**src/rtl/oifc_pkg.sv**
```systemverilog
// oifc_pkg: constants, register map and types of the output inhibit and
// fault control block.
// assumes one 25 MHz clock and a 32-bit AHB-Lite register bus.
package oifc_pkg;

  // ----------------------------------------------------------------------
  // timing
  // ----------------------------------------------------------------------
  localparam int CLK_MHZ = 25;
  // voltage ramp-down time before the relay opens on a normal disable
  localparam int RAMP_DOWN_US = 100;
  localparam int RAMP_DOWN_CYC = RAMP_DOWN_US * CLK_MHZ;
  localparam int RAMP_W = 16;

  // ----------------------------------------------------------------------
  // register map (byte addresses, one word each)
  // ----------------------------------------------------------------------
  localparam logic [7:0] ADDR_OUT = 8'h00;
  localparam logic [7:0] ADDR_CLR = 8'h04;
  localparam logic [7:0] ADDR_INH = 8'h08;
  localparam logic [7:0] ADDR_DFI = 8'h0c;
  localparam logic [7:0] ADDR_STAT = 8'h10;

  // fields
  localparam int OUT_EN_BIT = 0;
  localparam int OUT_IMM_BIT = 1;
  localparam int CLR_BIT = 0;
  localparam int INH_POL_BIT = 0;
  localparam int INH_MODE_LSB = 1;
  localparam int DFI_EN_BIT = 0;
  localparam int DFI_SRC_LSB = 1;
  localparam int ST_OUT_BIT = 0;
  localparam int ST_RELAY_BIT = 1;
  localparam int ST_AMP_BIT = 2;
  localparam int ST_LATCH_BIT = 3;
  localparam int ST_SAVED_BIT = 4;
  localparam int ST_INH_BIT = 5;
  localparam int ST_WAIT_BIT = 6;
  localparam int ST_DFI_BIT = 7;
  localparam int ST_FAULT_LSB = 8;

  // ----------------------------------------------------------------------
  // types
  // ----------------------------------------------------------------------
  typedef enum logic [1:0] {
    FOLLOW_INHIBIT_MODE = 2'h0,
    LATCHED_INHIBIT_MODE = 2'h1,
    IGNORE_INHIBIT_MODE = 2'h2
  } oifc_inh_mode_e;

  typedef enum logic [2:0] {
    SRC_NEVER = 3'h0,
    QUESTIONABLE_SUMMARY_SRC = 3'h1,
    OPERATION_SUMMARY_SRC = 3'h2,
    STD_EVENT_SUMMARY_SRC = 3'h3,
    SERVICE_REQUEST_SUMMARY_SRC = 3'h4
  } oifc_dfi_src_e;

  typedef enum logic [2:0] {
    ST_INIT = 3'b001,
    ST_WAIT_AUX = 3'b010,
    ST_RUN = 3'b100
  } oifc_state_e;

  typedef struct packed {
    logic over_temperature_fault;
    logic over_current_fault;
    logic over_voltage_fault;
  } oifc_fault_s;

  typedef struct packed {
    logic service_request;
    logic std_event;
    logic operation;
    logic questionable;
  } oifc_sum_s;

  // reset values
  localparam logic RST_INH_POL = 1'b0;
  localparam oifc_inh_mode_e RST_INH_MODE = FOLLOW_INHIBIT_MODE;
  localparam oifc_dfi_src_e RST_DFI_SRC = SRC_NEVER;

endpackage : oifc_pkg

```
**src/rtl/oifc_pin_sync.sv**
```systemverilog
// oifc_pin_sync: two-flop synchronisers for the inhibit and fault pins,
// plus inhibit polarity decode.
// assumes all pins are asynchronous to clk.
`timescale 1ns/1ps
`default_nettype none
module oifc_pin_sync (
  input wire logic clk,
  input wire logic sys_rst,
  input wire logic remote_inhibit_input,
  input wire oifc_pkg::oifc_fault_s fault_pin,
  input wire logic inh_pol,
  output logic inh_pin_s,
  output logic inh_act,
  output oifc_pkg::oifc_fault_s fault_s
);
  import oifc_pkg::*;

  localparam int N = 4;
  // inhibit idles high (open contact, pulled up), faults idle low
  localparam logic [N-1:0] SYNC_RST = 4'h8;

  logic [N-1:0] raw;
  logic [N-1:0] meta_r;
  logic [N-1:0] sync_r;

  assign raw = {remote_inhibit_input, fault_pin};

  // ----------------------------------------------------------------------
  // synchronisers
  // ----------------------------------------------------------------------
  genvar i;
  generate
    for (i = 0; i < N; i++) begin : g_sync
      always_ff @(posedge clk) begin
        if (sys_rst) begin
          meta_r[i] <= SYNC_RST[i];
          sync_r[i] <= SYNC_RST[i];
        end else begin
          meta_r[i] <= raw[i];
          sync_r[i] <= meta_r[i];
        end
      end
    end
  endgenerate

  assign fault_s = sync_r[2:0];
  assign inh_pin_s = sync_r[3];
  // low polarity: a closed contact (low) inhibits; high inverts it
  assign inh_act = inh_pol ? sync_r[3] : ~sync_r[3];

endmodule : oifc_pin_sync
`default_nettype wire

```
**src/rtl/oifc_top.sv**
```systemverilog
// oifc_top: output enable, relay sequencing, protection latch, remote
// inhibit handling and discrete fault indicator, with an AHB-Lite slave.
// assumes a single-master AHB-Lite bus, word transfers, one clock, and a
// non-volatile store that presents the saved inhibit settings at reset.
//
// Chosen here: register access over AHB-Lite and the placing of the registers.
`timescale 1ns/1ps
`default_nettype none
// Functional notes
// - disabled output means zero amplitude, relays open; reset disabled; reads 0/1.
// - with sink and regen, immediate-off opens relay unramped; else normal disable.
// - over-voltage, current, temperature or inhibit faults set a disabling latch.
// - latch clear succeeds only once every causing condition has gone.
// - clearing the latch restores the enable state held before the fault.
// - inhibit polarity defaults low (closed contact inhibits); high inverts it.
// - inhibit polarity is kept in non-volatile storage, restored at power-up.
// - inhibit must be open during init; closed halts init, flags waiting.
// - latched_inhibit_mode mode: inhibit sets the latch, only the clear command releases it.
// - follow mode: output follows inhibit continuously, off then back on.
// - ignore mode: inhibit input disregarded except by the init check.
// - inhibit mode saved and restored; default and reset value is follow.
// - fault indicator active high with own enable, reset disabled.
// - indicator source picks one of four summaries or never-true; reset never.
module oifc_top #(
  parameter int RAMP_CYC = oifc_pkg::RAMP_DOWN_CYC
) (
  input wire logic clk,
  input wire logic sys_rst,
  input wire logic hsel,
  input wire logic [31:0] haddr,
  input wire logic [1:0] htrans,
  input wire logic hwrite,
  input wire logic [2:0] hsize,
  input wire logic [31:0] hwdata,
  input wire logic hready,
  output logic [31:0] hrdata,
  output logic hreadyout,
  output logic hresp,
  input wire logic remote_inhibit_input,
  input wire oifc_pkg::oifc_fault_s fault_pin,
  input wire logic sink_option,
  input wire logic regen_mode,
  input wire oifc_pkg::oifc_sum_s summary,
  input wire logic nv_inh_pol,
  input wire logic [1:0] nv_inh_mode,
  output logic amp_on,
  output logic relay_close,
  output logic prot_latched,
  output logic init_wait_aux,
  output logic discrete_fault_indicator,
  output logic inh_pol_store,
  output logic [1:0] inh_mode_store
);
  import oifc_pkg::*;

  if (RAMP_CYC < 1 || RAMP_CYC >= (1 << RAMP_W)) begin : g_bad_ramp
    $error("oifc_top: RAMP_CYC out of range");
  end

  localparam logic [RAMP_W-1:0] RAMP_LAST = RAMP_W'(RAMP_CYC - 1);

  // ----------------------------------------------------------------------
  // state
  // ----------------------------------------------------------------------
  oifc_state_e state_r;
  oifc_inh_mode_e inh_mode_r;
  oifc_dfi_src_e dfi_src_r;
  logic inh_pol_r;
  logic enable_r;
  logic saved_en_r;
  logic latch_r;
  logic imm_r;
  logic dfi_en_r;
  logic [RAMP_W-1:0] ramp_cnt_r;
  logic ramping_r;
  logic nv_load_r;

  // bus data-phase capture
  logic dp_wr_r;
  logic [7:0] dp_addr_r;

  // synchronised pins
  logic inh_pin_s;
  logic inh_act;
  oifc_fault_s fault_s;

  oifc_pin_sync u_pin_sync (
    .clk(clk),
    .sys_rst(sys_rst),
    .remote_inhibit_input(remote_inhibit_input),
    .fault_pin(fault_pin),
    .inh_pol(inh_pol_r),
    .inh_pin_s(inh_pin_s),
    .inh_act(inh_act),
    .fault_s(fault_s)
  );

  // ----------------------------------------------------------------------
  // bus decode
  // ----------------------------------------------------------------------
  logic addr_take;
  logic wr_out;
  logic wr_clr;
  logic wr_inh;
  logic wr_dfi;
  logic [1:0] wmode;
  logic [2:0] wsrc;

  assign addr_take = hsel && htrans[1] && hready;
  assign wr_out = dp_wr_r && (dp_addr_r == ADDR_OUT);
  assign wr_clr = dp_wr_r && (dp_addr_r == ADDR_CLR) && hwdata[CLR_BIT];
  assign wr_inh = dp_wr_r && (dp_addr_r == ADDR_INH);
  assign wr_dfi = dp_wr_r && (dp_addr_r == ADDR_DFI);
  assign wmode = hwdata[INH_MODE_LSB +: 2];
  assign wsrc = hwdata[DFI_SRC_LSB +: 3];

  always_ff @(posedge clk) begin
    if (sys_rst) begin
      dp_wr_r <= 1'b0;
      dp_addr_r <= 8'h00;
    end else begin
      dp_wr_r <= addr_take && hwrite;
      dp_addr_r <= {haddr[7:2], 2'b00};
    end
  end

  // zero wait states, always OKAY
  always_ff @(posedge clk) begin
    if (sys_rst) begin
      hreadyout <= 1'b0;
      hresp <= 1'b0;
    end else begin
      hreadyout <= 1'b1;
      hresp <= 1'b0;
    end
  end

  // ----------------------------------------------------------------------
  // initialisation sequence
  // ----------------------------------------------------------------------
  // the pin synchroniser shows its open reset level for two edges after
  // release; judging the contact earlier would miss a closed one
  logic [1:0] settle_r;

  always_ff @(posedge clk) begin
    if (sys_rst) begin
      settle_r <= 2'h0;
    end else if (settle_r != 2'h2) begin
      settle_r <= settle_r + 2'h1;
    end
  end

  // a closed inhibit contact reads low on the pin, whatever the polarity
  always_ff @(posedge clk) begin
    if (sys_rst) begin
      state_r <= ST_INIT;
    end else begin
      case (state_r)
        ST_INIT: begin
          if (settle_r != 2'h2) begin
            state_r <= ST_INIT;
          end else if (!inh_pin_s) begin
            state_r <= ST_WAIT_AUX;
          end else begin
            state_r <= ST_RUN;
          end
        end
        ST_WAIT_AUX: begin
          if (inh_pin_s) begin
            state_r <= ST_RUN;
          end
        end
        ST_RUN: state_r <= ST_RUN;
        default: state_r <= ST_INIT;
      endcase
    end
  end

  always_ff @(posedge clk) begin
    if (sys_rst) begin
      init_wait_aux <= 1'b0;
    end else begin
      init_wait_aux <= (state_r == ST_WAIT_AUX) ||
                       (state_r == ST_INIT && !inh_pin_s);
    end
  end

  // ----------------------------------------------------------------------
  // inhibit configuration, restored from non-volatile store
  // ----------------------------------------------------------------------
  // the stored values are caught one edge after reset release, never under
  // reset itself; until then the defaults stand
  always_ff @(posedge clk) begin
    if (sys_rst) begin
      nv_load_r <= 1'b1;
    end else begin
      nv_load_r <= 1'b0;
    end
  end

  always_ff @(posedge clk) begin
    if (sys_rst) begin
      inh_pol_r <= RST_INH_POL;
      inh_mode_r <= RST_INH_MODE;
    end else if (nv_load_r) begin
      inh_pol_r <= nv_inh_pol;
      if (nv_inh_mode <= 2'h2) begin
        inh_mode_r <= oifc_inh_mode_e'(nv_inh_mode);
      end
    end else if (wr_inh) begin
      inh_pol_r <= hwdata[INH_POL_BIT];
      if (wmode <= 2'h2) begin
        inh_mode_r <= oifc_inh_mode_e'(wmode);
      end
    end
  end

  // current settings go out to the store so they survive power-down
  always_ff @(posedge clk) begin
    if (sys_rst) begin
      inh_pol_store <= RST_INH_POL;
      inh_mode_store <= RST_INH_MODE;
    end else begin
      inh_pol_store <= inh_pol_r;
      inh_mode_store <= inh_mode_r;
    end
  end

  // ----------------------------------------------------------------------
  // protection latch
  // ----------------------------------------------------------------------
  logic running;
  logic fault_any;
  logic latch_set;
  logic latch_clr;
  logic follow_inhibit_mode_off;

  assign running = (state_r == ST_RUN);
  assign fault_any = |fault_s;
  // ignore mode leaves the inhibit out of every term below
  assign latch_set = running && (fault_any ||
    (inh_mode_r == LATCHED_INHIBIT_MODE && inh_act));
  // clear refused while any cause remains; set wins over clear
  assign latch_clr = wr_clr && !latch_set;
  assign follow_inhibit_mode_off = (inh_mode_r == FOLLOW_INHIBIT_MODE) && inh_act;

  always_ff @(posedge clk) begin
    if (sys_rst) begin
      latch_r <= 1'b0;
    end else if (latch_set) begin
      latch_r <= 1'b1;
    end else if (latch_clr) begin
      latch_r <= 1'b0;
    end
  end

  // enable state at the moment of the fault
  always_ff @(posedge clk) begin
    if (sys_rst) begin
      saved_en_r <= 1'b0;
    end else if (latch_set && !latch_r) begin
      saved_en_r <= enable_r;
    end else if (latch_r && wr_out) begin
      saved_en_r <= saved_en_r;
    end
  end

  // ----------------------------------------------------------------------
  // output enable
  // ----------------------------------------------------------------------
  logic imm_req;

  // the immediate variant only skips the ramp with sink fitted and regen on
  assign imm_req = hwdata[OUT_IMM_BIT] && sink_option && regen_mode;

  always_ff @(posedge clk) begin
    if (sys_rst) begin
      enable_r <= 1'b0;
    end else if (latch_r && latch_clr) begin
      enable_r <= saved_en_r;
    end else if (wr_out) begin
      enable_r <= hwdata[OUT_EN_BIT];
    end
  end

  always_ff @(posedge clk) begin
    if (sys_rst) begin
      imm_r <= 1'b0;
    end else if (wr_out) begin
      imm_r <= imm_req && !hwdata[OUT_EN_BIT];
    end else if (!relay_close) begin
      imm_r <= 1'b0;
    end
  end

  // ----------------------------------------------------------------------
  // amplitude and relay sequencing
  // ----------------------------------------------------------------------
  logic drive;
  logic fast_open;

  assign drive = running && enable_r && !latch_r && !follow_inhibit_mode_off;
  // protection and inhibit trips open at once rather than ramping
  assign fast_open = imm_r || latch_r || follow_inhibit_mode_off;

  always_ff @(posedge clk) begin
    if (sys_rst) begin
      amp_on <= 1'b0;
    end else begin
      amp_on <= drive;
    end
  end

  always_ff @(posedge clk) begin
    if (sys_rst) begin
      ramping_r <= 1'b0;
      ramp_cnt_r <= '0;
    end else if (drive || !relay_close || fast_open) begin
      ramping_r <= 1'b0;
      ramp_cnt_r <= '0;
    end else if (!ramping_r) begin
      ramping_r <= 1'b1;
      ramp_cnt_r <= '0;
    end else if (ramp_cnt_r != RAMP_LAST) begin
      ramp_cnt_r <= ramp_cnt_r + RAMP_W'(1);
    end
  end

  always_ff @(posedge clk) begin
    if (sys_rst) begin
      relay_close <= 1'b0;
    end else if (drive) begin
      relay_close <= 1'b1;
    end else if (fast_open) begin
      relay_close <= 1'b0;
    end else if (ramping_r && ramp_cnt_r == RAMP_LAST) begin
      relay_close <= 1'b0;
    end
  end

  always_ff @(posedge clk) begin
    if (sys_rst) begin
      prot_latched <= 1'b0;
    end else begin
      prot_latched <= latch_r;
    end
  end

  // ----------------------------------------------------------------------
  // discrete fault indicator
  // ----------------------------------------------------------------------
  logic dfi_sel;

  always_comb begin
    case (dfi_src_r)
      QUESTIONABLE_SUMMARY_SRC: dfi_sel = summary.questionable;
      OPERATION_SUMMARY_SRC: dfi_sel = summary.operation;
      STD_EVENT_SUMMARY_SRC: dfi_sel = summary.std_event;
      SERVICE_REQUEST_SUMMARY_SRC: dfi_sel = summary.service_request;
      default: dfi_sel = 1'b0;
    endcase
  end

  always_ff @(posedge clk) begin
    if (sys_rst) begin
      dfi_en_r <= 1'b0;
      dfi_src_r <= RST_DFI_SRC;
    end else if (wr_dfi) begin
      dfi_en_r <= hwdata[DFI_EN_BIT];
      if (wsrc <= 3'h4) begin
        dfi_src_r <= oifc_dfi_src_e'(wsrc);
      end
    end
  end

  always_ff @(posedge clk) begin
    if (sys_rst) begin
      discrete_fault_indicator <= 1'b0;
    end else begin
      discrete_fault_indicator <= dfi_en_r && dfi_sel;
    end
  end

  // ----------------------------------------------------------------------
  // read data
  // ----------------------------------------------------------------------
  logic [31:0] rd_val;

  always_comb begin
    rd_val = 32'h0000_0000;
    case ({haddr[7:2], 2'b00})
      ADDR_OUT: rd_val[OUT_EN_BIT] = enable_r;
      ADDR_INH: begin
        rd_val[INH_POL_BIT] = inh_pol_r;
        rd_val[INH_MODE_LSB +: 2] = inh_mode_r;
      end
      ADDR_DFI: begin
        rd_val[DFI_EN_BIT] = dfi_en_r;
        rd_val[DFI_SRC_LSB +: 3] = dfi_src_r;
      end
      ADDR_STAT: begin
        rd_val[ST_OUT_BIT] = enable_r;
        rd_val[ST_RELAY_BIT] = relay_close;
        rd_val[ST_AMP_BIT] = amp_on;
        rd_val[ST_LATCH_BIT] = latch_r;
        rd_val[ST_SAVED_BIT] = saved_en_r;
        rd_val[ST_INH_BIT] = inh_act;
        rd_val[ST_WAIT_BIT] = init_wait_aux;
        rd_val[ST_DFI_BIT] = discrete_fault_indicator;
        rd_val[ST_FAULT_LSB +: 3] = fault_s;
      end
      default: rd_val = 32'h0000_0000;
    endcase
  end

  // captured in the address phase, so it stands through the data phase
  always_ff @(posedge clk) begin
    if (sys_rst) begin
      hrdata <= 32'h0000_0000;
    end else if (addr_take && !hwrite) begin
      hrdata <= rd_val;
    end
  end

endmodule : oifc_top
`default_nettype wire

```
**config.mk**
```make
export PLATFORM = sky130hd
export DESIGN_NAME = oifc_top
export DESIGN_NICKNAME = d
export VERILOG_FILES = /design/src/rtl/oifc_pkg.sv /design/src/rtl/oifc_pin_sync.sv /design/src/rtl/oifc_top.sv
export SDC_FILE = /design/constraint.sdc
export NUM_CORES = 1
export LEC_CHECK = 0
export BUFFER_PORTS_ARGS = -buffer_cell sky130_fd_sc_hd__buf_4
export CAP_MARGIN = 25
export CORE_MARGIN = 2
export CORE_UTILIZATION = 40
export CTS_BUF_LIST = sky130_fd_sc_hd__clkbuf_4
export CTS_CLUSTER_SIZE = 10
export DETAILED_ROUTE_END_ITERATION = 8
export PLACE_DENSITY = 0.77
export SLEW_MARGIN = 20
export SYNTH_ARGS = -nofsm -noshare
export SYNTH_HDL_FRONTEND = slang
export SYNTH_SLANG_ARGS = --single-unit
```
**constraint.sdc**
```tcl
create_clock -name clk -period 2.74 [get_ports clk]
set_input_delay 0.137 -clock clk [delete_from_list [all_inputs] [get_ports clk]]
set_output_delay 0.137 -clock clk [all_outputs]
set_load 0.005 [all_outputs]
```
==> flow_metrics.py <==
metrics = {
    "critical_path": {
        "crit_arrival_ps": 2120,
        "critPathLaunchType": "flop",
        "r2r_slack_ps": 920,
        "required_ps": 3040,
        "rr_startpoint": "ramp_cnt_r[0]$_SDFFE_PP0P_",
        "worstReg2RegEnd": "relay_close$_SDFFE_PP0P_",
        "cp.depth": 5,
        "worstPathCellList": "ha_1, nor4b_1, nand4_1, o211ai_1, nand2b_1",
        "crit_slowest_cell": "dfxtp_1",
        "worstSetupEndpointType": "flop",
        "crit_family": "simple AND/OR/NAND/NOR gates",
        "path_buf_inv": 0,
        "crit_type": "flop to flop",
        "crit_fanout": 8,
        "ff2ff_path_depth": 5,
        "cp_slowest_stage_delay_ps": 460,
    },
    "power": {
        "p_leak_nw": 1.42,
        "pwr-share-comb_pct": 10.0,
        "p_per_area_nw_per_um2": 532,
        "total_power_mw": 1.98,
        "p_int_mw": 1.52,
        "p_clk_share_pct": 35.7,
        "power_switching_share_pct": 23.3,
        "seq_power_share_pct": 54.2,
        "ir_drop_mv": 0.276,
        "p_sw_uw": 461,
    },
    "clock_tree": {
        "numCtsBuffers": 9,
        "clkTransAtPathRegs_ps": 110,
        "cts.htree.levels": 3,
        "cts_tree": "yes",
        "clock_sinks": 69,
        "postCtsSetupBuffers": 0,
        "cts.path.max_buffers": 2,
        "root_buffer": "clkbuf_4",
        "worstSkewPairLatency_ps": 410,
    },
    "synthesis": {
        "synth_seq_cells": 69,
        "yosys-top-cells-area": "dfxtp_1 (45%), buf_4 (5.4%), nor2_4 (3.7%), nor2_1 (3.5%), nor2b_1 (3.5%)",
        "synth_top_cell_area_share_pct": 45.0,
        "avgSynthCellArea_sq_um": 9.70,
        "async_flop_share_pct": 0,
        "synth_cell_type_count": 52,
        "synthCells": 316,
        "post-synth-top-area-cell": "dfxtp_1",
        "yosysSeqAreaShare_pct": 45.0,
        "ys.flop_type": "dfxtp_1",
        "synth-edff-count": 0,
        "yosysWarnings": 0,
        "syn-cell-area_sq_um": 3070,
    },
    "sta": {
        "fin_skew_ps": 15.0,
        "finalCritPeriodShare_pct": 66.3,
        "report.final.slew_viol_count": 0,
        "maxSlewHeadroom_pct": 55.8,
        "fmax_mhz": 551,
        "rsz0062_at_grt": "false",
        "worstMarginPinSlew_ps": 660,
        "setup_tns_ps": 0,
        "period_needed_ps": 1820,
        "setup_violations": 0,
        "hold_violations": 0,
    },
    "global_route": {
        "grt_use_total_pct": 15.4,
        "overflow": 0,
        "grt_pass1_vias": 2284,
        "antenna_found_initial": 0,
        "grt_pass1_wl_microns": 10400,
        "grt_start_max_net_pins": 49,
    },
    "drt": {
        "dr.pass1.iters": 4,
        "ant_nets": 0,
        "drc": 0,
        "finalWirelength_microns": 6210,
        "wl_per_cell_microns": 12.8,
        "viasPerCell": 4.97,
        "drt_iter0_drc": 143,
        "num_vias": 2404,
    },
    "layout": {
        "layout_commonest_cell": "dfxtp_1",
        "n_antenna_cell": 0,
        "drive_gt1_share_pct": 22.3,
        "final_nets": 469,
        "final_cell_mix": "dfxtp_1 (69), buf_4 (49), nor2_1 (29), conb_1 (22), a21oi_1 (19)",
        "stdcell_count": 484,
        "syn2layout_area_growth_pct": 21.2,
        "final_design_area_no_fill_sq_um": 3720,
        "fin_util_pct": 50.7,
    },
    "floorplan": {
        "die_w_microns": 91.6,
        "die-area_sq_um": 8380,
        "rows": 31,
        "top_level_ports": 129,
        "initial_utilization_pct": 41.8,
        "die_h_microns": 91.6,
        "core-area_sq_um": 7330,
    },
    "hold_path": {
        "holdCritStartpoint": "haddr[4]",
        "hold_depth": 3,
        "min_to": "dp_addr_r[4]$_SDFF_PP0_",
        "min_path_type": "input pin to flop",
    },
    "placed_design": {
        "dpl.cell_count": 455,
        "placed_area_sq_um": 3430,
        "io_buffers": 48,
        "gp_congestion": 0.821,
        "dpl.hpwl_microns": 4370,
    },
    "outcome": {
        "status": "completed",
    },
    "run": {
        "cap_violations": 0,
    },
}
-- layout make-up --
| class | instances | area [sq um] |
|---|---|---|
| clock buffers | 10 | 75.1 |
| clock inverters | 6 | 77.6 |
| repair buffers | 62 | 498 |
| multi-input cells | 230 | 1530 |
| flip-flops and latches | 69 | 1380 |
| well taps | 99 | 124 |
| fillers | 682 | 3610 |
| inverters | 8 | 30.0 |
-- per-stage QoR --
step	setup slack (ps)	hold slack [ps]
floorplan	1240	165
global placement	1010	327
detailed placement	982	331
CTS	944	9.18
global route	767	27.7
finish	924	26.8
-- power groups by stage --
stage                     clock network [mW]  registers (mW)  logic (mW)
after floorplan                            0            1.09       0.142
after CTS                              0.728            1.07       0.199
final                                  0.706            1.07       0.198
after detailed placement                   0            1.10       0.183
after global placement                     0            1.09       0.175
after global routing                   0.773            1.08       0.224
-- timing repair --
action / in CTS / in global routing
hold endpoints to repair: 12 / 0
hold buffers: 13 / 0
gates resized for setup: 0 / 0
-- registers in the layout (all words and copies together), names as in the netlist, 3 cells and up --
register / flops
u_pin_sync.fault_s: 3
state_r: 3
ramp_cnt_r: 16
u_pin_sync.meta_r: 4
dp_addr_r: 6
dfi_src_r: 3
hrdata: 11
-- how the worst max path moves through the flow --
stage,startpoint,endpoint
after floorplan,ramp_cnt_r[0]$_SDFFE_PP0P_,relay_close$_SDFFE_PP0P_
after global placement,ramp_cnt_r[0]$_SDFFE_PP0P_,relay_close$_SDFFE_PP0P_
after detailed placement,ramp_cnt_r[0]$_SDFFE_PP0P_,relay_close$_SDFFE_PP0P_
after CTS,ramp_cnt_r[0]$_SDFFE_PP0P_,relay_close$_SDFFE_PP0P_
after global routing,ramp_cnt_r[0]$_SDFFE_PP0P_,relay_close$_SDFFE_PP0P_
final,ramp_cnt_r[0]$_SDFFE_PP0P_,relay_close$_SDFFE_PP0P_
-- per-layer routing --
| layer | global-route usage, % | up-vias | part of all wire, % |
|---|---|---|---|
| li1 | - | 1200 | - |
| met1 | 19.8 | 1116 | 45 |
| met2 | 24.6 | 77 | 47 |
| met3 | 2.57 | 11 | 6.6 |
| met4 | 8.08 | 0 | 1.7 |
| met5 | 0 | - | 0 |
-- cell families after synthesis --
| logic type | after synthesis | synth area share (%) |
|---|---|---|
| simple gates | 134 | 28.8 |
| flops | 69 | 45.0 |
| compound gates | 49 | 10.7 |
| buf+inv | 38 | 7.59 |
| xor+xnor | 15 | 4.28 |
| mux | 8 | 2.65 |
| fa+ha+maj | 2 | 0.816 |
| other cells | 1 | 0.122 |
-- cells in the mapped netlist (all sizes together) (8+ instances only) --
| library cell | count |
|---|---|
| dfxtp | 69 |
| nor2 | 39 |
| buf | 23 |
| a21oi | 19 |
| nor2b | 17 |
| a22oi | 11 |
| nand2 | 10 |
| nand3 | 10 |
| nor3 | 10 |
| nand4 | 9 |
| inv | 8 |
| o21ai | 8 |
| xnor2 | 8 |
-- worst register-to-register path, delay by kind of cell, from the launching register on --
family                     cells  cell delay [ps]
AOI/OAI and AO/OA              1              270
adders and majority gates      1              350
and+or+nand+nor                3              630
DFF                            1              460
No activity file was read; power rests on OpenSTA's default activity.
